--- src/rtl/fpx_map.vh ---
`ifndef FPX_MAP_VH
`define FPX_MAP_VH

// ----------------------------------------------------------------
// register byte offsets
// ----------------------------------------------------------------
`define FPX_OFF_CTRL 4'h0
`define FPX_OFF_STATUS 4'h4
`define FPX_OFF_CAUSE 4'h8
`define FPX_OFF_LAST 4'hC

// ----------------------------------------------------------------
// control register fields and reset value
// ----------------------------------------------------------------
`define FPX_CTRL_LOW_DIS 0
`define FPX_CTRL_HIGH_DIS 1
`define FPX_CTRL_EN_V 2
`define FPX_CTRL_EN_D 3
`define FPX_CTRL_EN_Z 4
`define FPX_CTRL_EN_O 5
`define FPX_CTRL_EN_U 6
`define FPX_CTRL_EN_I 7
`define FPX_CTRL_FTZ 8
`define FPX_CTRL_W 9
`define FPX_CTRL_RST 9'h000

// ----------------------------------------------------------------
// status flag positions (fp_status_word)
// ----------------------------------------------------------------
`define FPX_FLG_V 0
`define FPX_FLG_D 1
`define FPX_FLG_Z 2
`define FPX_FLG_O 3
`define FPX_FLG_U 4
`define FPX_FLG_I 5
`define FPX_FLG_W 6
`define FPX_STATUS_RST 6'h00

// ----------------------------------------------------------------
// interruption_cause_code bit positions
// ----------------------------------------------------------------
`define FPX_CC_V 0
`define FPX_CC_D 1
`define FPX_CC_Z 2
`define FPX_CC_SWA 3
`define FPX_CC_O 11
`define FPX_CC_U 12
`define FPX_CC_I 13
`define FPX_CC_FPA 14
`define FPX_CC_W 16
`define FPX_CC_RST 16'h0000

// ----------------------------------------------------------------
// result selection codes to the datapath
// ----------------------------------------------------------------
`define FPX_RES_NORMAL 3'h0
`define FPX_RES_WRAP 3'h1
`define FPX_RES_INF 3'h2
`define FPX_RES_MAXFIN 3'h3
`define FPX_RES_ZERO 3'h4
`define FPX_RES_DENORM 3'h5
`define FPX_RES_MININT 3'h6
`define FPX_RES_NAN 3'h7

// ----------------------------------------------------------------
// rounding modes and register subset bounds
// ----------------------------------------------------------------
`define FPX_RM_NEAR 2'h0
`define FPX_RM_DOWN 2'h1
`define FPX_RM_UP 2'h2
`define FPX_RM_ZERO 2'h3
`define FPX_LOW_FIRST 7'h02
`define FPX_LOW_LAST 7'h1F
`define FPX_HIGH_FIRST 7'h20

`endif

--- src/rtl/fpx_nan_pick.v ---
`timescale 1ns/10ps
`default_nettype none

// ----------------------------------------------------------------
// nan source selection and classification
// ----------------------------------------------------------------
module fpx_nan_pick (
    // operand nan info, index 0 = f2, 1 = f3, 2 = f4
    input wire [2:0] nan_i,
    input wire [2:0] qbit_i,
    // selection
    output reg any_o,
    output reg [1:0] src_o,
    output reg snan_o
);

    always @* begin
        any_o = |nan_i;
        // a clear top fraction bit marks a signalling nan
        snan_o = |(nan_i & ~qbit_i);
        // f4 first, then f2, lastly f3
        if (nan_i[2]) begin
            src_o = 2'h2;
        end else if (nan_i[0]) begin
            src_o = 2'h0;
        end else begin
            src_o = 2'h1;
        end
    end

endmodule

`default_nettype wire

--- src/rtl/fpx_exc_unit.v ---
`timescale 1ns/10ps
`default_nettype none
`include "fpx_map.vh"

module fpx_exc_unit #(
    parameter UNB_W = 19,
    parameter EXP_W = 17,
    parameter PEXP_W = 8,
    parameter RNUM_W = 7,
    parameter NFIELD = 4
) (
    // clock, reset, enable
    input wire clk_i,
    input wire rst_i,
    input wire ce_i,
    // wishbone slave
    input wire wb_cyc_i,
    input wire wb_stb_i,
    input wire wb_we_i,
    input wire [3:0] wb_adr_i,
    input wire [3:0] wb_sel_i,
    input wire [31:0] wb_dat_i,
    output reg [31:0] wb_dat_o,
    output reg wb_ack_o,
    // operation from the datapath
    input wire op_valid_i,
    input wire op_arith_i,
    input wire op_parallel_i,
    input wire op_fp2int_i,
    input wire op_sign_i,
    input wire [1:0] op_rmode_i,
    input wire [NFIELD-1:0] reg_use_i,
    input wire [NFIELD*RNUM_W-1:0] reg_num_i,
    input wire nat_opnd_i,
    input wire swa_fault_req_i,
    input wire swa_trap_req_i,
    input wire invalid_i,
    input wire zero_div_i,
    input wire denorm_opnd_i,
    input wire overflow_i,
    input wire tiny_i,
    input wire inexact_i,
    input wire round_incr_i,
    input wire [UNB_W-1:0] exp_unb_i,
    input wire [2:0] nan_opnd_i,
    input wire [2:0] nan_qbit_i,
    // report to interruption logic and datapath
    output reg done_o,
    output reg dfr_fault_o,
    output reg fp_fault_o,
    output reg fp_trap_o,
    output reg [`FPX_CC_W-1:0] cause_code_o,
    output reg result_magnified_o,
    output reg [`FPX_FLG_W-1:0] flag_set_o,
    output reg [2:0] res_sel_o,
    output reg [EXP_W-1:0] res_exp_o,
    output reg [1:0] nan_src_o
);

    // ----------------------------------------------------------------
    // state
    // ----------------------------------------------------------------
    reg [`FPX_CTRL_W-1:0] ctrl_reg;
    reg [`FPX_FLG_W-1:0] status_reg;
    reg [`FPX_CC_W-1:0] last_cc_reg;
    reg [2:0] last_kind_reg;

    wire low_fpreg_disable = ctrl_reg[`FPX_CTRL_LOW_DIS];
    wire high_fpreg_disable = ctrl_reg[`FPX_CTRL_HIGH_DIS];
    wire en_v = ctrl_reg[`FPX_CTRL_EN_V];
    wire en_d = ctrl_reg[`FPX_CTRL_EN_D];
    wire en_z = ctrl_reg[`FPX_CTRL_EN_Z];
    wire en_o = ctrl_reg[`FPX_CTRL_EN_O];
    wire en_u = ctrl_reg[`FPX_CTRL_EN_U];
    wire en_i = ctrl_reg[`FPX_CTRL_EN_I];
    wire ftz = ctrl_reg[`FPX_CTRL_FTZ];

    // ----------------------------------------------------------------
    // register subset check, one lane per operand field
    // ----------------------------------------------------------------
    wire [NFIELD-1:0] field_dis;
    genvar g;
    generate
        for (g = 0; g < NFIELD; g = g + 1) begin : g_field
            wire [RNUM_W-1:0] num = reg_num_i[g*RNUM_W +: RNUM_W];
            wire in_low = (num >= `FPX_LOW_FIRST) && (num <= `FPX_LOW_LAST);
            wire in_high = (num >= `FPX_HIGH_FIRST);
            // fr0 and fr1 are never gated
            assign field_dis[g] = reg_use_i[g] &
                ((in_low & low_fpreg_disable) | (in_high & high_fpreg_disable));
        end
    endgenerate
    wire dfr_hit = |field_dis;

    // ----------------------------------------------------------------
    // nan operands
    // ----------------------------------------------------------------
    wire nan_any;
    wire nan_snan;
    wire [1:0] nan_src;

    fpx_nan_pick u_nan (
        .nan_i(nan_opnd_i),
        .qbit_i(nan_qbit_i),
        .any_o(nan_any),
        .src_o(nan_src),
        .snan_o(nan_snan)
    );

    // ----------------------------------------------------------------
    // exception evaluation
    // ----------------------------------------------------------------
    reg dfr_next;
    reg fault_next;
    reg [`FPX_CC_W-1:0] cc_next;
    reg [`FPX_FLG_W-1:0] flg_next;
    reg [2:0] res_next;
    reg fpa_next;
    reg sig_inv;
    reg use_inf;
    reg [`FPX_CC_W-1:0] tcc;

    wire [EXP_W-1:0] exp_wrap = op_parallel_i ?
        {{(EXP_W-PEXP_W){1'b0}}, exp_unb_i[PEXP_W-1:0]} : exp_unb_i[EXP_W-1:0];

    always @* begin
        dfr_next = 1'b0;
        fault_next = 1'b0;
        cc_next = `FPX_CC_RST;
        flg_next = {`FPX_FLG_W{1'b0}};
        res_next = `FPX_RES_NORMAL;
        fpa_next = 1'b0;
        tcc = `FPX_CC_RST;
        sig_inv = invalid_i | nan_snan;
        // infinity unless the rounding direction points toward zero
        use_inf = (op_rmode_i == `FPX_RM_NEAR) ||
                  ((op_rmode_i == `FPX_RM_UP) && !op_sign_i) ||
                  ((op_rmode_i == `FPX_RM_DOWN) && op_sign_i);
        if (dfr_hit) begin
            dfr_next = 1'b1;
        end else if (op_arith_i) begin
            // faults leave the status flags alone
            if (sig_inv && en_v) begin
                fault_next = 1'b1;
                cc_next[`FPX_CC_V] = 1'b1;
            end else if (sig_inv) begin
                flg_next[`FPX_FLG_V] = 1'b1;
                res_next = op_fp2int_i ? `FPX_RES_MININT : `FPX_RES_NAN;
            end else if (zero_div_i && en_z) begin
                fault_next = 1'b1;
                cc_next[`FPX_CC_Z] = 1'b1;
            end else if (zero_div_i) begin
                flg_next[`FPX_FLG_Z] = 1'b1;
                res_next = `FPX_RES_INF;
            end else if (denorm_opnd_i && en_d) begin
                fault_next = 1'b1;
                cc_next[`FPX_CC_D] = 1'b1;
            end else if (swa_fault_req_i && !nat_opnd_i) begin
                // assist only taken when no not-a-thing operand is present
                fault_next = 1'b1;
                cc_next[`FPX_CC_SWA] = 1'b1;
            end else if (nan_any) begin
                // lower exceptions are suppressed behind a nan
                flg_next[`FPX_FLG_D] = denorm_opnd_i;
                res_next = `FPX_RES_NAN;
            end else begin
                flg_next[`FPX_FLG_D] = denorm_opnd_i;
                fpa_next = round_incr_i;
                if (overflow_i) begin
                    flg_next[`FPX_FLG_O] = 1'b1;
                    if (en_o) begin
                        res_next = `FPX_RES_WRAP;
                        tcc[`FPX_CC_O] = 1'b1;
                        tcc[`FPX_CC_I] = inexact_i;
                        flg_next[`FPX_FLG_I] = inexact_i;
                    end else begin
                        flg_next[`FPX_FLG_I] = 1'b1;
                        res_next = use_inf ? `FPX_RES_INF : `FPX_RES_MAXFIN;
                        fpa_next = use_inf;
                        tcc[`FPX_CC_I] = en_i;
                    end
                end else if (tiny_i) begin
                    if (ftz) begin
                        res_next = `FPX_RES_ZERO;
                        flg_next[`FPX_FLG_U] = 1'b1;
                        flg_next[`FPX_FLG_I] = 1'b1;
                        fpa_next = 1'b0;
                        tcc[`FPX_CC_U] = en_u;
                        tcc[`FPX_CC_I] = en_i;
                    end else if (en_u) begin
                        flg_next[`FPX_FLG_U] = 1'b1;
                        res_next = `FPX_RES_WRAP;
                        tcc[`FPX_CC_U] = 1'b1;
                        tcc[`FPX_CC_I] = inexact_i;
                        flg_next[`FPX_FLG_I] = inexact_i;
                    end else begin
                        res_next = `FPX_RES_DENORM;
                        flg_next[`FPX_FLG_U] = inexact_i;
                        flg_next[`FPX_FLG_I] = inexact_i;
                        tcc[`FPX_CC_I] = inexact_i & en_i;
                    end
                end else if (inexact_i) begin
                    flg_next[`FPX_FLG_I] = 1'b1;
                    tcc[`FPX_CC_I] = en_i;
                end
                // assist trap names a disabled trap, result is its enabled response
                if (swa_trap_req_i && !(ftz && tiny_i) && (tcc == `FPX_CC_RST)) begin
                    if (overflow_i) begin
                        tcc[`FPX_CC_O] = 1'b1;
                        res_next = `FPX_RES_WRAP;
                        fpa_next = round_incr_i;
                    end else if (tiny_i) begin
                        tcc[`FPX_CC_U] = 1'b1;
                        res_next = `FPX_RES_WRAP;
                    end else begin
                        tcc[`FPX_CC_I] = 1'b1;
                    end
                end
                if (tcc != `FPX_CC_RST) begin
                    cc_next = tcc;
                    cc_next[`FPX_CC_FPA] = fpa_next;
                end
            end
        end
    end

    wire trap_next = (cc_next != `FPX_CC_RST) && !fault_next && !dfr_next;

    // ----------------------------------------------------------------
    // report registers
    // ----------------------------------------------------------------
    always @(posedge clk_i) begin
        if (rst_i) begin
            done_o <= 1'b0;
            dfr_fault_o <= 1'b0;
            fp_fault_o <= 1'b0;
            fp_trap_o <= 1'b0;
            cause_code_o <= `FPX_CC_RST;
            result_magnified_o <= 1'b0;
            flag_set_o <= `FPX_STATUS_RST;
            res_sel_o <= `FPX_RES_NORMAL;
            res_exp_o <= {EXP_W{1'b0}};
            nan_src_o <= 2'h0;
        end else if (ce_i) begin
            done_o <= op_valid_i;
            if (op_valid_i) begin
                dfr_fault_o <= dfr_next;
                fp_fault_o <= fault_next;
                fp_trap_o <= trap_next;
                cause_code_o <= cc_next;
                result_magnified_o <= trap_next & fpa_next;
                flag_set_o <= flg_next;
                res_sel_o <= res_next;
                res_exp_o <= exp_wrap;
                nan_src_o <= nan_src;
            end else begin
                // report strobes are single cycle
                dfr_fault_o <= 1'b0;
                fp_fault_o <= 1'b0;
                fp_trap_o <= 1'b0;
                flag_set_o <= `FPX_STATUS_RST;
            end
        end
    end

    // ----------------------------------------------------------------
    // wishbone slave
    // ----------------------------------------------------------------
    wire bus_req = wb_cyc_i & wb_stb_i & ~wb_ack_o;
    wire wr_ctrl = bus_req & wb_we_i & (wb_adr_i == `FPX_OFF_CTRL);
    wire wr_stat = bus_req & wb_we_i & (wb_adr_i == `FPX_OFF_STATUS) & wb_sel_i[0];
    wire [`FPX_FLG_W-1:0] stat_clr = wr_stat ? wb_dat_i[`FPX_FLG_W-1:0] : {`FPX_FLG_W{1'b0}};
    wire [`FPX_FLG_W-1:0] stat_set = (op_valid_i && !dfr_next) ? flg_next : `FPX_STATUS_RST;
    // set beats a write-one clear that lands in the same cycle
    wire [`FPX_FLG_W-1:0] status_next = (status_reg & ~stat_clr) | stat_set;
    reg [31:0] rd_next;

    always @* begin
        case (wb_adr_i)
            `FPX_OFF_CTRL: rd_next = {{(32-`FPX_CTRL_W){1'b0}}, ctrl_reg};
            `FPX_OFF_STATUS: rd_next = {{(32-`FPX_FLG_W){1'b0}}, status_reg};
            `FPX_OFF_CAUSE: rd_next = {16'h0000, last_cc_reg};
            `FPX_OFF_LAST: rd_next = {29'h00000000, last_kind_reg};
            default: rd_next = 32'h00000000;
        endcase
    end

    always @(posedge clk_i) begin
        if (rst_i) begin
            wb_ack_o <= 1'b0;
            wb_dat_o <= 32'h00000000;
            ctrl_reg <= `FPX_CTRL_RST;
            status_reg <= `FPX_STATUS_RST;
            last_cc_reg <= `FPX_CC_RST;
            last_kind_reg <= 3'h0;
        end else if (ce_i) begin
            wb_ack_o <= bus_req;
            wb_dat_o <= (bus_req && !wb_we_i) ? rd_next : 32'h00000000;
            if (wr_ctrl && wb_sel_i[0]) begin
                ctrl_reg[7:0] <= wb_dat_i[7:0];
            end
            if (wr_ctrl && wb_sel_i[1]) begin
                ctrl_reg[`FPX_CTRL_FTZ] <= wb_dat_i[`FPX_CTRL_FTZ];
            end
            status_reg <= status_next;
            if (op_valid_i && (dfr_next || fault_next || trap_next)) begin
                last_cc_reg <= cc_next;
                last_kind_reg <= {trap_next, fault_next, dfr_next};
            end
        end
    end

endmodule

`default_nettype wire

--- config.mk ---
export PLATFORM = sky130hd
export DESIGN_NAME = fpx_exc_unit
export DESIGN_NICKNAME = d
export VERILOG_FILES = /design/src/rtl/fpx_nan_pick.v /design/src/rtl/fpx_exc_unit.v
export VERILOG_INCLUDE_DIRS = /design/src /design/src/rtl
export SDC_FILE = /design/constraint.sdc
export NUM_CORES = 1
export LEC_CHECK = 0
export BUFFER_PORTS_ARGS = -buffer_cell sky130_fd_sc_hd__clkbuf_2
export CAP_MARGIN = 40
export CORE_ASPECT_RATIO = 1.2
export CORE_MARGIN = 3
export CORE_UTILIZATION = 45
export DETAILED_ROUTE_END_ITERATION = 8
export PLACE_DENSITY = 0.83
export SETUP_SLACK_MARGIN = 0.3
export SLEW_MARGIN = 10
export SYNTH_ARGS = -nofsm -noshare
export SYNTH_HDL_FRONTEND = slang
export SYNTH_SLANG_ARGS = --single-unit
--- constraint.sdc ---
create_clock -name clk_i -period 4.8 [get_ports clk_i]
set_input_delay 0.72 -clock clk_i [delete_from_list [all_inputs] [get_ports clk_i]]
set_output_delay 0.72 -clock clk_i [all_outputs]
set_load 0.05 [all_outputs]
==> results.txt <==
----------------------------------------------------
[Routing]
  Routed WL ... 10,500 um
  Number of vias in the routed layout ... 3,806
  DRC errors left ... 0
  Initial detailed-routing violation count ... 232
  Final routed wire length divided by cell count ... 14.7 um
  Drt via density ... 5.30
  Drt pass-1 iters ... 5
  Count of nets left with antenna violations after detail routing ... 0

[STA]
  Min Clock Period, post-route ... 2830 ps
  RSZ-0062 raised after global routing ... false
  Maximum clock frequency ... 353 MHz
  Count of final hold-check violations ... 0
  Max-slew violation total from the final report ... 0
  Final-layout setup total negative slack ... 0 ps
  Slew at the pin with the worst max-slew slack ... 759 ps
  Total setup violations reported at the end of the flow ... 0
  Worst slew margin relative to its limit ... 49.4%
  Fraction of the cycle the final worst path needs ... 59.1%
  Worst clock skew ... 10.7 ps

[Synth]
  Library cell with the largest summed area after synthesis ... dfxtp_1
  Sequential-to-total area share from yosys stat ... 42.5%
  Number of instances in the synthesized netlist ... 469
  Count of state elements after synthesis ... 81
  Top_reg_cell synth ... dfxtp_1
  Main area contributors after synthesis ... dfxtp_1 (43%), nand2_1 (8.5%), a21oi_1 (8.4%), buf_4 (5.3%), nor2_1 (3.3%)
  Synthesized area ... 3810 um^2
  Proportion of register bits with asynchronous set or reset after synthesis ... 0%
  Most used standard cell by instance count after synthesis ... nand2_1
  Total number of yosys warnings ... 0
  Post-synth cell types ... 53
  Post-synth top cells ... nand2_1 (86), dfxtp_1 (81), a21oi_1 (64), nor2_1 (34), buf_4 (27)
  Number of flops mapped to enable cells by yosys ... 0
  Mean Syn Cell Area ... 8.13 um^2
  Area fraction of the dominant cell type after synthesis ... 42.5%

[CTS]
  CTS clk-pin slew, worst paths ... 80 ps
  Clock tree buffer depth ... 2
  Clock tree from TritonCTS ... yes
  Clock latency of the later-clocked register in the worst-skew pair ... 350 ps
  Number of hold buffers added after CTS ... 0
  H-tree lvl count ... 3
  # Post-CTS Setup Buffers ... 0
  Number of CTS-inserted buffers ... 9
  Post-CTS resize count ... 0
  Sinks on the clock net ... 81
  Master cell of the clock root buffer ... clkbuf_8

[Critical path]
  Setup Crit Path Kind ... in2reg
  CP Data Required Time ... 5030 ps
  Delay of the slowest critical-path stage ... 510 ps
  Delay-heaviest family, CP ... simple AND/OR/NAND/NOR gates
  Crit path launch type ... input pin
  Critical path arrival ... 3070 ps
  Critical Path Sink Type ... flop
  WP buf/inv ... 1
  Worst Path Max Fanout ... 9
  Critical-path cell with the highest stage delay ... nor4_1
  Worst-path cell chain ... clkbuf_2 -> or3_4 -> nor4_1 -> nand2_1 -> a211oi_1 -> nor3_2 -> nor2_1 -> mux2_2

[Global routing]
  Met1 Track Usage GR ... 26.0%
  Fraction of met2 tracks used by global routing ... 39.2%
  Vias in the first global route ... 3,670
  Wire length of the first global-routing pass ... 17,300 um
  Pin count of the biggest net entering global routing ... 38
  Global route hottest layer ... met2
  Aggregate global-route resource usage ... 22.1%
  Antenna violations before repair ... 0
  Met3 Resource Use GR ... 5.12%
  Overflow left after global routing ... 0

[Floorplan]
  Initial cell density of the core ... 46.5%
  DIE AREA ... 9620 um^2
  Height of the die ... 107 um
  I/O pin count ... 202
  Die X ... 90.0 um
  Floorplan core area ... 8200 um^2
  Core Rows ... 36

[Placement]
  Placed Instance Area ... 4500 um^2
  Port buffer count ... 143
  Global placer's final weighted congestion ... 0.866
  Post-DP HPWL ... 8180 um

[Layout]
  Max reg flops ... 17
  Area of combinational cells with multiple inputs ... 1960 um^2
  Post-route design area ... 4680 um^2
  Fin nets ... 719
  Growth of design area from synthesis to finish ... 22.8%
  Fraction of layout cells with a size suffix above 1 ... 29.0%
  Fin util ... 57.1%
  Area of all sequential standard cells ... 1620 um^2
  Number of antenna diodes ... 0
  Fill cell count ... 765

[Power]
  LEAKAGE ... 1.96 nW
  Ratio of total power to cell area ... 289 nW/um^2
  Worst vdd rail ir drop ... 0.000175 V

[Status]
  Status ... complete, no violations

[Job]
  Max capacitance violation total ... 0

[Worst hold path]
  Hold/Removal Path Class ... reg2reg

----------------------------------------------------
==> layer usage <==
layer,up-vias,part of all wire [%],wire (um)
li1,1864,-,-
met1,1762,41,4270
met2,167,49,5160
met3,13,8.7,916
met4,0,1.6,173
met5,-,0,0
==> cell families after synthesis <==
kind of cell    synth area share [%]
other cells                   0.0983
compound gates                  18.7
buf+inv                         8.66
simple gates                    26.4
mux                             3.67
flops                           42.5
==> worst min-delay path: stages (launching register included) <==
cell     delay [ps]
dfxtp_1         320
nand2_1          50
nand2_1          40
==> cells in the final DEF (no fill, tap or decap), types with 7 or more instances in the layout <==
cell and instances:
nand3_1 12, o21ai_0 18, nor2_1 34, dfxtp_1 81, nor3_1 7, a22oi_1 9, clkbuf_8 11, a21oi_1 64
nor2b_1 15, nand3b_1 10, conb_1 27, clkbuf_2 143, nor4_1 8, nand2_1 86
==> where the power goes <==
part           leakage [nW]  switching, mW  internal, mW
sequential            0.655        0.00484         0.680
clock                0.0846          0.247         0.216
combinational          1.22          0.148        0.0565
==> final timing paths <==
kind                                       from                            end  slack, ps  cells after the start
setup / recovery                  nan_opnd_i[2]    last_cc_reg[2]$_SDFFE_PP0P_       1970                      8
hold reg to reg   cause_code_o[14]$_SDFFE_PP0P_  cause_code_o[14]$_SDFFE_PP0P_        450                      2
hold / removal    cause_code_o[14]$_SDFFE_PP0P_  cause_code_o[14]$_SDFFE_PP0P_        450                      2
setup reg to reg       ctrl_reg[3]$_SDFFE_PP0P_    last_cc_reg[2]$_SDFFE_PP0P_       2270                      7
==> cell type report <==
class | instances | area share (%)
timing repair buffer | 147 | 16.4
multi-input combinational | 357 | 41.8
sequential | 81 | 34.6
inverter | 3 | 0.240
clock inverter | 4 | 0.588
clock buffer | 12 | 3.31
tap | 114 | 3.05
==> through the flow <==
stage                     power, mW  setup WS, ps  cells  hold WS [ps]
after floorplan               0.855          2080    495           433
after global placement        0.898          1640    701           433
after detailed placement      0.905          1540    702           438
after CTS                      1.36          1910    718           450
after global routing           1.41          1750    718           476
final                          1.35          1970    718           447
Power figures use the tool's default switching activity.
